$ cat config.mk
export PLATFORM = sky130hd
export DESIGN_NAME = mirc_irq_ctrl
export DESIGN_NICKNAME = d
export VERILOG_FILES = /design/src/mirc_pkg.sv /design/src/mirc_irq_ctrl.sv /design/src/mirc_edge_detect.sv
export SDC_FILE = /design/constraint.sdc
export NUM_CORES = 1
export LEC_CHECK = 0
export BUFFER_PORTS_ARGS = -buffer_cell sky130_fd_sc_hd__buf_2
export CAP_MARGIN = 20
export CORE_MARGIN = 10
export CORE_UTILIZATION = 50
export DETAILED_ROUTE_END_ITERATION = 6
export PLACE_DENSITY_LB_ADDON = 0.1
export SLEW_MARGIN = 0
export SYNTH_ARGS = -nofsm -noshare
export SYNTH_HDL_FRONTEND = slang
export SYNTH_SLANG_ARGS = --single-unit
$ cat constraint.sdc
create_clock -name core_clk -period 2.2 [get_ports core_clk]
set_input_delay 0.11 -clock core_clk [delete_from_list [all_inputs] [get_ports core_clk]]
set_output_delay 0.11 -clock core_clk [all_outputs]
set_load 0.005 [all_outputs]
$ cat src/mirc_pkg.sv
// Constants and carrier types for the interrupt request and enable block.
// Assumes a single core clock and a synchronous, active-high reset.
package mirc_pkg;

   // ==========================================================================
   // Register indices on the special-purpose data memory port
   localparam int REG_CNT = 10;
   localparam logic [3:0] IDX_EDGE_SELECT = 4'h0;
   localparam logic [3:0] IDX_CTRL_0 = 4'h1;
   localparam logic [3:0] IDX_CTRL_1 = 4'h2;
   localparam logic [3:0] IDX_CTRL_2 = 4'h3;
   localparam logic [3:0] IDX_CTRL_3 = 4'h4;
   localparam logic [3:0] IDX_MULTI_0 = 4'h5;
   localparam logic [3:0] IDX_MULTI_4 = 4'h9;

   // ==========================================================================
   // Field positions
   localparam int EDGE_PIN_A_LSB = 0;
   localparam int EDGE_PIN_B_LSB = 2;
   localparam int EDGE_CAN_LSB = 4;
   localparam int CTRL0_GLOBAL_EN = 0;
   localparam int CTRL0_PIN_A_EN = 1;
   localparam int CTRL0_PIN_B_EN = 2;
   localparam int CTRL0_ADC_EN = 3;
   localparam int CTRL0_PIN_A_FLAG = 4;
   localparam int CTRL0_PIN_B_FLAG = 5;
   localparam int CTRL0_ADC_FLAG = 6;
   localparam int MULTI_P_EN = 0;
   localparam int MULTI_A_EN = 1;
   localparam int MULTI_P_FLAG = 4;
   localparam int MULTI_A_FLAG = 5;

   // ==========================================================================
   // Edge-select codes
   localparam logic [1:0] EDGE_OFF = 2'h0;
   localparam logic [1:0] EDGE_RISE = 2'h1;
   localparam logic [1:0] EDGE_FALL = 2'h2;
   localparam logic [1:0] EDGE_BOTH = 2'h3;

   // ==========================================================================
   // Reset values and writable / readable masks per register index
   localparam logic [7:0] REG_RESET = 8'h00;
   localparam logic [7:0] REG_MASK [0:9] = '{
      8'hff, 8'h7f, 8'hff, 8'hff, 8'hff, 8'h33, 8'h33, 8'h33, 8'h33, 8'h33};

   // ==========================================================================
   // Vectors in fixed priority order, index 0 highest
   localparam int VEC_CNT = 13;
   localparam logic [3:0] VEC_REG [0:12] = '{
      4'h1, 4'h1, 4'h3, 4'h3, 4'h3, 4'h3, 4'h1, 4'h4, 4'h4, 4'h2, 4'h2, 4'h2, 4'h2};
   localparam logic [2:0] VEC_FLAG_BIT [0:12] = '{
      3'h4, 3'h5, 3'h7, 3'h4, 3'h5, 3'h6, 3'h6, 3'h6, 3'h7, 3'h4, 3'h5, 3'h6, 3'h7};
   localparam logic [2:0] VEC_EN_BIT [0:12] = '{
      3'h1, 3'h2, 3'h3, 3'h0, 3'h1, 3'h2, 3'h3, 3'h2, 3'h3, 3'h0, 3'h1, 3'h2, 3'h3};

   // ==========================================================================
   // Carrier types
   typedef struct packed {
      logic [4:0] tm_cmp_a;
      logic [4:0] tm_cmp_p;
      logic adc_done;
      logic time_base_0;
      logic time_base_1;
      logic uart_event;
      logic eeprom_event;
   } mirc_src_type;

   typedef struct packed {
      logic wr_en;
      logic [3:0] addr;
      logic [7:0] wdata;
   } mirc_mem_type;

endpackage : mirc_pkg

$ cat src/mirc_irq_ctrl.sv
// Interrupt request flags, enables, edge selection and vector choice.
// Assumes the CPU accesses registers through a one-port data memory interface
// on core_clk and acknowledges a vector with a one-cycle pulse.
`timescale 1ns/1ps
`default_nettype none

module mirc_irq_ctrl (
   input wire logic core_clk,
   input wire logic sys_rst,
   input wire logic ext_irq_pin_a,
   input wire logic ext_irq_pin_b,
   input wire logic can_ctrl_irq_out,
   input wire mirc_pkg::mirc_src_type src,
   input wire mirc_pkg::mirc_mem_type mem,
   input wire logic cpu_ack,
   input wire logic [3:0] cpu_ack_vec,
   output logic [7:0] rd_data_ff,
   output logic irq_req_ff,
   output logic [3:0] irq_vec_ff
);

   // ==========================================================================
   // Register storage
   logic [7:0] regs_ff [0:9];
   logic [7:0] set_bits [0:9];
   logic [7:0] clr_bits [0:9];
   logic [7:0] nxt_regs [0:9];

   // ==========================================================================
   // Pin synchronisers; the first stage feeds only the second
   logic [1:0] pin_meta_ff;
   logic [1:0] pin_sync_ff;

   always_ff @(posedge core_clk) begin
      if (sys_rst) begin
         pin_meta_ff <= 2'h0;
         pin_sync_ff <= 2'h0;
      end else begin
         pin_meta_ff <= {ext_irq_pin_b, ext_irq_pin_a};
         pin_sync_ff <= pin_meta_ff;
      end
   end

   // ==========================================================================
   // Edge detection for pin a, pin b and the CAN line
   // The CAN output is on-chip logic on this clock, so it is not synchronised
   wire [2:0] line_lvl = {can_ctrl_irq_out, pin_sync_ff};
   wire [7:0] edge_reg = regs_ff[mirc_pkg::IDX_EDGE_SELECT];
   wire [5:0] edge_sels = {edge_reg[mirc_pkg::EDGE_CAN_LSB +: 2],
                           edge_reg[mirc_pkg::EDGE_PIN_B_LSB +: 2],
                           edge_reg[mirc_pkg::EDGE_PIN_A_LSB +: 2]};
   logic [2:0] line_hit;

   genvar g;
   generate
      for (g = 0; g < 3; g++) begin : g_edge
         mirc_edge_detect u_edge (
            .core_clk(core_clk),
            .sys_rst(sys_rst),
            .line_lvl(line_lvl[g]),
            .edge_sel(edge_sels[2*g +: 2]),
            .hit(line_hit[g])
         );
      end
   endgenerate

   // ==========================================================================
   // Multi-function summaries: a comparator event only raises its shared
   // flag when that comparator is enabled, so a masked source stays quiet
   logic [4:0] multi_hit;

   generate
      for (g = 0; g < 5; g++) begin : g_multi
         wire [7:0] mreg = regs_ff[g + 5];
         assign multi_hit[g] = (src.tm_cmp_a[g] & mreg[mirc_pkg::MULTI_A_EN]) |
                               (src.tm_cmp_p[g] & mreg[mirc_pkg::MULTI_P_EN]);
      end
   endgenerate

   // ==========================================================================
   // Hardware set bits per register; enables gate only the shared comparator summaries
   always_comb begin
      for (int r = 0; r < mirc_pkg::REG_CNT; r++) begin
         set_bits[r] = 8'h00;
      end
      set_bits[1][mirc_pkg::CTRL0_PIN_A_FLAG] = line_hit[0];
      set_bits[1][mirc_pkg::CTRL0_PIN_B_FLAG] = line_hit[1];
      set_bits[1][mirc_pkg::CTRL0_ADC_FLAG] = src.adc_done;
      set_bits[2][4] = src.uart_event;
      set_bits[2][5] = src.eeprom_event;
      set_bits[2][6] = src.time_base_0;
      set_bits[2][7] = src.time_base_1;
      set_bits[3][7] = line_hit[2];
      set_bits[3][4] = multi_hit[0];
      set_bits[3][5] = multi_hit[1];
      set_bits[3][6] = multi_hit[2];
      set_bits[4][6] = multi_hit[3];
      set_bits[4][7] = multi_hit[4];
      for (int k = 0; k < 5; k++) begin
         set_bits[k + 5][mirc_pkg::MULTI_A_FLAG] = src.tm_cmp_a[k];
         set_bits[k + 5][mirc_pkg::MULTI_P_FLAG] = src.tm_cmp_p[k];
      end
   end

   // ==========================================================================
   // Acknowledge clears: the serviced vector's own flag and the global enable.
   // Comparator flags are never in this table; software clears those.
   always_comb begin
      for (int r = 0; r < mirc_pkg::REG_CNT; r++) begin
         clr_bits[r] = 8'h00;
      end
      if (cpu_ack) begin
         for (int v = 0; v < mirc_pkg::VEC_CNT; v++) begin
            if (cpu_ack_vec == 4'(v)) begin
               clr_bits[mirc_pkg::VEC_REG[v]][mirc_pkg::VEC_FLAG_BIT[v]] = 1'b1;
            end
         end
         clr_bits[1][mirc_pkg::CTRL0_GLOBAL_EN] = 1'b1;
      end
   end

   // ==========================================================================
   // Register update; a hardware set wins over a same-cycle clear or write
   generate
      for (g = 0; g < mirc_pkg::REG_CNT; g++) begin : g_reg
         wire wr_hit = mem.wr_en && (mem.addr == 4'(g));
         wire [7:0] written = wr_hit ? (mem.wdata & mirc_pkg::REG_MASK[g]) : regs_ff[g];
         assign nxt_regs[g] = (written & ~clr_bits[g]) | set_bits[g];

         always_ff @(posedge core_clk) begin
            if (sys_rst) begin
               regs_ff[g] <= mirc_pkg::REG_RESET;
            end else begin
               regs_ff[g] <= nxt_regs[g];
            end
         end
      end
   endgenerate

   // ==========================================================================
   // Pending vectors gated by own enable and the global enable
   wire global_en = regs_ff[1][mirc_pkg::CTRL0_GLOBAL_EN];
   logic [12:0] vec_pend;

   generate
      for (g = 0; g < mirc_pkg::VEC_CNT; g++) begin : g_vec
         wire [7:0] vreg = regs_ff[mirc_pkg::VEC_REG[g]];
         assign vec_pend[g] = vreg[mirc_pkg::VEC_FLAG_BIT[g]] &
                              vreg[mirc_pkg::VEC_EN_BIT[g]] & global_en;
      end
   endgenerate

   // ==========================================================================
   // Fixed priority: the lowest-index pending vector wins
   logic nxt_irq_req;
   logic [3:0] nxt_irq_vec;

   always_comb begin
      nxt_irq_req = 1'b0;
      nxt_irq_vec = 4'h0;
      for (int v = mirc_pkg::VEC_CNT - 1; v >= 0; v--) begin
         if (vec_pend[v]) begin
            nxt_irq_req = 1'b1;
            nxt_irq_vec = 4'(v);
         end
      end
   end

   // ==========================================================================
   // Read path; unimplemented bits and unmapped indices read as zero
   wire addr_valid = mem.addr <= mirc_pkg::IDX_MULTI_4;
   wire [7:0] rd_sel = addr_valid ?
                       (regs_ff[mem.addr] & mirc_pkg::REG_MASK[mem.addr]) : 8'h00;

   always_ff @(posedge core_clk) begin
      if (sys_rst) begin
         rd_data_ff <= 8'h00;
         irq_req_ff <= 1'b0;
         irq_vec_ff <= 4'h0;
      end else begin
         rd_data_ff <= rd_sel;
         irq_req_ff <= nxt_irq_req;
         irq_vec_ff <= nxt_irq_vec;
      end
   end

endmodule : mirc_irq_ctrl
`default_nettype wire

$ cat src/mirc_edge_detect.sv
// Edge detector for one interrupt line with a two-bit sensitivity select.
// Assumes the line is already in the core clock domain.
`timescale 1ns/1ps
`default_nettype none
module mirc_edge_detect (
   input wire logic core_clk,
   input wire logic sys_rst,
   input wire logic line_lvl,
   input wire logic [1:0] edge_sel,
   output logic hit
);

   logic prev_ff;
   wire rise = line_lvl & ~prev_ff;
   wire fall = ~line_lvl & prev_ff;

   always_ff @(posedge core_clk) begin
      if (sys_rst) begin
         prev_ff <= 1'b0;
      end else begin
         prev_ff <= line_lvl;
      end
   end

   always_comb begin
      case (edge_sel)
         mirc_pkg::EDGE_RISE: hit = rise;
         mirc_pkg::EDGE_FALL: hit = fall;
         mirc_pkg::EDGE_BOTH: hit = rise | fall;
         default: hit = 1'b0;
      endcase
   end

endmodule : mirc_edge_detect
`default_nettype wire

==> run metrics, run 1 <==
async set-reset flop share out of synthesis 0%; I/O Buffers 50; number of synthesized flops with an enable pin 0; Int Pwr roughly 2.1 mW; layout cells sized above 1 19.0%; Total GRT Usage 18.7%; largest net degree at the start of global routing between 50 and 60; critical path's slowest cell mux4_2; Max rail drop VDD 460 µV; vias per cell 5.74; Max-cap violations 0; Nets 535; Initial Util between 50% and 60%; Clock power frac 36.7%; FF+latch count, synth 79; status finished clean; gpl congestion 0.935; Sw Pwr around 0.72 mW; maximum clock rate 0.701 GHz; number of setup buffers added after CTS 0; Fin Clk Skew 9.11 ps; H-tree levels 3; setup repair after global routing missed its margin no; R2R Path Start regs_ff[1][0]$_SDFF_PP0_; vias 3422; Sequential Power Share 52.7%; Synth Instances 440; Area contributors post-synth dfxtp_1 41%, mux2i_1 8.7%, a21oi_1 6.8%; Min-Delay Path Class primary input to flip-flop; Main synth FF type dfxtp_1; Critical Path AT around 1700 ps; Crit path largest cell delay 530 ps; Synth top area share 40.6%; hold path startpoint src[3]; library cells used by synthesis 48; post-layout instance area 4500 µm²; core outline area 7650 µm²; number of diodes 0; PwrDens 634 nW/µm²; Buffers & Inverters on Critical Path 0; worst skew pair latency 350 ps; kind of critical path flip-flop to flip-flop; grt total ovfl 0; CP top delay family multiplexers; Sw Share between 20% and 30%; CTS tree done; ANT nets after route 0; Leak 1.89 nW; Area Overhead vs Synth 15.3%; Post-Place Cell Area 4200 µm²; Clock Tree Buf Depth 2; post-DP HPWL 7.91 mm; Tmin final 1430 ps; combinational share of power 10.6%; Avg Cell Area, Syn 8.86 µm²; num ports 51; Post-route DRC 0; clock sink total 79; Worst-Margin Slew approximately 610 ps; Die Span X 108 µm; Yosys top cell by area dfxtp_1; initial antenna violation count 0; Setup Viol. Count Final 0; Netlist Area Pre-Place 3900 µm²; final count of pins violating max slew 0; CTS Buf Count 9; largest fanout on the critical path 14; Synth Warn # 0; CP required approximately 2400 ps; die area 11700 µm²; Fin Setup TNS 0 ps; most common cell in the netlist dfxtp_1; final wirelength 10.8 mm; period utilisation layout 64.9%; Pre-Repair DR Iteration Count 6; CTS Root Cell clkbuf_8; routed length per instance between 15 and 20 µm; post-synthesis sequential area ratio 40.6%; Worst slew margin 59.0%; most frequent cells after synthesis 79 x dfxtp_1, 53 x a21oi_1, 45 x nand2_1, 34 x mux2i_1, 29 x nor2_1; first-pass GRT wire length ~17 mm; syn_nets 484; Worst setup startpoint regs_ff[1][0]$_SDFF_PP0_; Die Y between 100 and 150 µm; Cell Rows 32; vias in the first global route 3295; clock-pin slew of the registers on the worst-case setup and hold paths 80 ps; CP Capture Type flip-flop; final hold vios 0; drt first-iter violations 379; Cell Chain, Critical Path mux4_2 -> a22oi_1 -> o21ai_0; Worst setup SP type flip-flop
==> per-stage QoR <==
step | cells | setup WS (ps) | hold slack, ps | utilization, % | total power [mW]
after floorplan | 440 | 949 | 187 | - | 1.71
after global placement | 571 | 528 | 321 | 54.9 | 1.82
after detailed placement | 571 | 481 | 327 | 54.9 | 1.82
after CTS | 596 | 809 | 0.370 | 58.8 | 2.87
after global routing | 596 | 651 | 8.45 | 58.8 | 2.96
final | 596 | 773 | 6.31 | 58.8 | 2.85
==> cell families (layout without fill, tap and decap cells) <==
group,Yosys count,after routing,share of synthesized area [%]
simple gates,143,143,18.4
mux,45,45,15.1
buf+inv,54,108,5.97
flops,79,79,40.6
compound gates,113,113,18.1
fa+ha+maj,6,6,1.92
==> tightest hold or removal path, delay by kind of cell <==
kind	cells	cell delay, ps
buffers and inverters	2	160
AOI/OAI and AO/OA	1	50
==> power groups by stage <==
stage / combinational, mW / sequential, mW / clock, mW
after global routing: 0.335 / 1.51 / 1.12
after detailed placement: 0.284 / 1.54 / 0
final: 0.302 / 1.50 / 1.05
after global placement: 0.282 / 1.54 / 0
after CTS: 0.300 / 1.50 / 1.07
after floorplan: 0.188 / 1.52 / 0
==> layer usage <==
layer / GRT usage [%] / wire length (µm) / part of all wire (%)
met3: 4.16 / 824 / 7.6
met1: 25.4 / 4890 / 45
met2: 27.8 / 4820 / 45
met4: 8.38 / 264 / 2.4
met5: 0 / 0 / 0
==> what timing repair did <==
action | 4_1_cts | 5_1_grt
endpoints found under the hold margin | 11 | 0
gates resized for setup | 0 | 0
setup endpoints to repair | 0 | 0
hold buffers | 11 | 0
==> path summary, 6_finish.rpt <==
path	end	slack [ps]	depth (start not counted)
setup / recovery	rd_data_ff[0]$_SDFF_PP0_	770	3
hold / removal	regs_ff[2][6]$_SDFF_PP0_	6	3
setup reg to reg	rd_data_ff[0]$_SDFF_PP0_	770	3
hold reg to reg	pin_sync_ff[1]$_SDFF_PP0_	440	1
==> cell usage in the layout (no fill, tap or decap), types with 2 or more instances in the layout <==
| cell | n |
|---|---|
| nor3b_1 | 2 |
| and2_1 | 3 |
| nor2b_1 | 8 |
| a41o_1 | 2 |
| nand2b_1 | 5 |
| and3_1 | 4 |
| dfxtp_1 | 79 |
| clkinv_2 | 2 |
| a32o_1 | 3 |
| mux4_2 | 11 |
| nor2_1 | 29 |
| nor3b_2 | 2 |
| nand2_1 | 45 |
| or3b_1 | 2 |
| ha_1 | 6 |
| dlygate4sd3_1 | 11 |
| clkbuf_8 | 10 |
| mux2i_1 | 34 |
| a221oi_1 | 3 |
| a22oi_1 | 9 |
| buf_4 | 4 |
| buf_2 | 50 |
| a211oi_1 | 5 |
| nand2_2 | 2 |
| a21boi_0 | 3 |
| a31o_2 | 3 |
| nand3_1 | 24 |
| a22o_1 | 6 |
| and3b_1 | 3 |
| o21ai_0 | 16 |
| inv_1 | 28 |
| a31oi_1 | 3 |
| nor3_1 | 7 |
| a21oi_1 | 53 |
==> sequential cells by signal (all words and copies together) (netlist names) <==
register / count
g_edge.u_edge.prev_ff: 3
pin_meta_ff: 2
irq_vec_ff: 4
pin_sync_ff: 2
rd_data_ff: 8
regs_ff: 59
irq_req_ff: 1
==> layout make-up <==
cell class	count	area, µm²
multi-input cells	307	2090
clock inverters	4	47.5
well taps	102	128
inverters	28	105
flip-flops and latches	79	1580
fillers	705	3150
repair buffers	66	410
clock buffers	10	138
Power figures use the tool's default switching activity.
==> run 2: changes to the inputs <==
==> constraint.sdc (replaced) <==
create_clock -name core_clk -period 1.45 [get_ports core_clk]
set_input_delay 0.0725 -clock core_clk [delete_from_list [all_inputs] [get_ports core_clk]]
set_output_delay 0.0725 -clock core_clk [all_outputs]
set_load 0.005 [all_outputs]
==> run 2 against run 1 <==
Sequential power is 52% higher; global-route usage is 0.67 points higher; critical endpoint is now rd_data_ff[4]$_SDFF_PP0_; via count is 3.5% higher; utilization is 2.6 points higher; power is 56% higher; critical path depth stayed put.
==> run metrics, run 2 (synthesis results as in run 1) <==
status finished clean; I/O Buffers 50 (unchanged); Die Span X 108 µm (unchanged); final core area utilization 61.4% (+2.6 points); post-DP HPWL 8.27 mm (+4.6%); Clock Tree Buf Depth 2 (unchanged); drt first-iter violations 319 (-16%); Critical Path AT 1580 ps (-80 ps); critical path's slowest cell mux4_2; largest net degree at the start of global routing 72 (+29%); worst skew pair latency 360 ps (about the same); Min-Delay Path Class primary input to flip-flop; clock-pin slew of the registers on the worst-case setup and hold paths 80 ps (about the same); Fin Clk Skew 5.33 ps (-3.78 ps); Tmin final 1360 ps (-72.1 ps); vias per cell 5.71 (-0.47%); period utilisation layout 93.5% (+29 points); Setup Viol. Count Final 0 (unchanged); final count of pins violating max slew 0 (unchanged); Nets 557 (+4.1%); Max-cap violations 0 (unchanged); final-layout fill cell count 701 (-0.57%); R2R Setup Slk 90 ps (-680 ps); Fin Setup TNS 0 ps (unchanged); number of diodes 0 (unchanged); leading registers by flop count regs_ff (59), rd_data_ff (8), irq_vec_ff (4); layout cells sized above 1 21.4% (+2.4 points); max reg flops 59 (unchanged); maximum clock rate 0.738 GHz (+5.3%); setup repair after global routing missed its margin no; Crit path depth 3 (unchanged); num ports 51 (unchanged); vias in the first global route 3442 (+4.5%); most common cell after layout, fill and taps aside dfxtp_1; initial antenna violation count 0 (unchanged); post-layout instance area 4690 µm² (+4.4%); Critical Path Sink rd_data_ff[4]$_SDFF_PP0_; Pre-Repair DR Iteration Count 4 (-2); CP Capture Type flip-flop; grt total ovfl 0 (unchanged); Final Non-Filler Cells 620 (+4.0%); Buffers & Inverters on Critical Path 0 (unchanged); clock sink total 79 (unchanged); routed length per instance 18.1 µm (-0.26%); vias 3543 (+3.5%); Post-route DRC 0 (unchanged); Leak 2.00 nW (+5.7%); Max rail drop VDD 640 µV (+39%); Cell Chain, Critical Path mux4_2 -> a22oi_1 -> o21ai_0; final wirelength 11.2 mm (+3.8%); Worst Reg2Reg Path Length in Cells 3 (unchanged); H-tree levels 3 (unchanged); Worst setup startpoint regs_ff[2][4]$_SDFF_PP0_; Worst slew margin 74.0% (+15 points); gpl congestion 0.961 (+2.8%); Post-Place Cell Area 4310 µm² (+2.5%); kind of critical path flip-flop to flip-flop; core outline area 7650 µm² (unchanged); die area 11700 µm² (unchanged); CTS tree done; R2R Path Start regs_ff[2][4]$_SDFF_PP0_; PwrDens 946 nW/µm² (+49%); first-pass GRT wire length 17.9 mm (+2.9%); worst r2r dst rd_data_ff[4]$_SDFF_PP0_; Cells after DPL 585 (+2.5%); most frequent cells in the layout 78 x dfxtp_1, 53 x a21oi_1, 50 x buf_2, 45 x nand2_1, 34 x mux2i_1; CP required 1680 ps (-750 ps); ANT nets after route 0 (unchanged); CP top delay family multiplexers; largest fanout on the critical path 5 (-9); Area Overhead vs Synth 20.4%; Cell Rows 32 (unchanged); Initial Util 51.0% (unchanged); hold slack 19.9 ps (+13.6 ps); final hold vios 0 (unchanged); Crit path largest cell delay 480 ps (-50 ps); Die Y 108 µm (unchanged); CTS Root Cell clkbuf_8; Worst setup SP type flip-flop; Worst-Margin Slew 389 ps (-225 ps); Reg with most FFs regs_ff; CTS Buf Count 9 (unchanged); Total GRT Usage 19.4% (+0.67 points)
[run 2: cell type report]
type                    instances  area, µm²  share of cell area [%]
repair buffers                 88        596                    12.7
well taps                     102        128                    2.72
inverters                      28        105                    2.24
clock buffers                  10        138                    2.93
multi-input cells             307       2090                    44.4
flip-flops and latches         79       1580                    33.7
clock inverters                 6       60.1                    1.28
[run 2: how the worst min path moves through the flow]
stage               slack [ps]    start  depth (start not counted)                    endpoint
finish                      20   mem[3]                          3  regs_ff[3][3]$_SDFFE_PP0P_
global route                 9   mem[2]                          3  regs_ff[3][2]$_SDFFE_PP0P_
CTS                          3   mem[2]                          3  regs_ff[3][2]$_SDFFE_PP0P_
detailed placement         290  cpu_ack                          2    regs_ff[1][0]$_SDFF_PP0_
global placement           280  cpu_ack                          2    regs_ff[1][0]$_SDFF_PP0_
floorplan                  150  cpu_ack                          1    regs_ff[1][0]$_SDFF_PP0_
[run 2: per-stage QoR]
stage / total power [mW] / setup WS, ps
after floorplan: 2.60 / 237
after global placement: 2.78 / 31.5
after detailed placement: 2.79 / -5.32
after CTS: 4.47 / 63.7
after global routing: 4.59 / 22.8
final: 4.44 / 94.9
[run 2: power by group]
part	switching, mW	leakage (nW)	internal (mW)
Combinational	0.276	1.26	0.226
Clock	0.822	0.0981	0.833
Sequential	0.0532	0.644	2.23
Total	1.15	2.00	3.29
[run 2: worst register-to-register path: cells and delay by family (launching register included)]
family	cells	cell delay [ps]
compound gates	2	360
mux	1	480
flops	1	380
[run 2: metal layers]
metal | share of wire, % | vias to the layer above | GRT usage, %
li1 | - | 1714 | -
met1 | 45 | 1676 | 26.0
met2 | 45 | 133 | 30.0
met3 | 7.9 | 20 | 4.28
met4 | 2.0 | 0 | 7.06
met5 | 0 | - | 0
[run 2: repair_timing]
action / CTS / global route
endpoints found under the setup margin: 0 / 3
hold endpoints to repair: 19 / 0
gates resized for setup: 0 / 1
buffers inserted: 0 / 0
hold buffers: 19 / 0
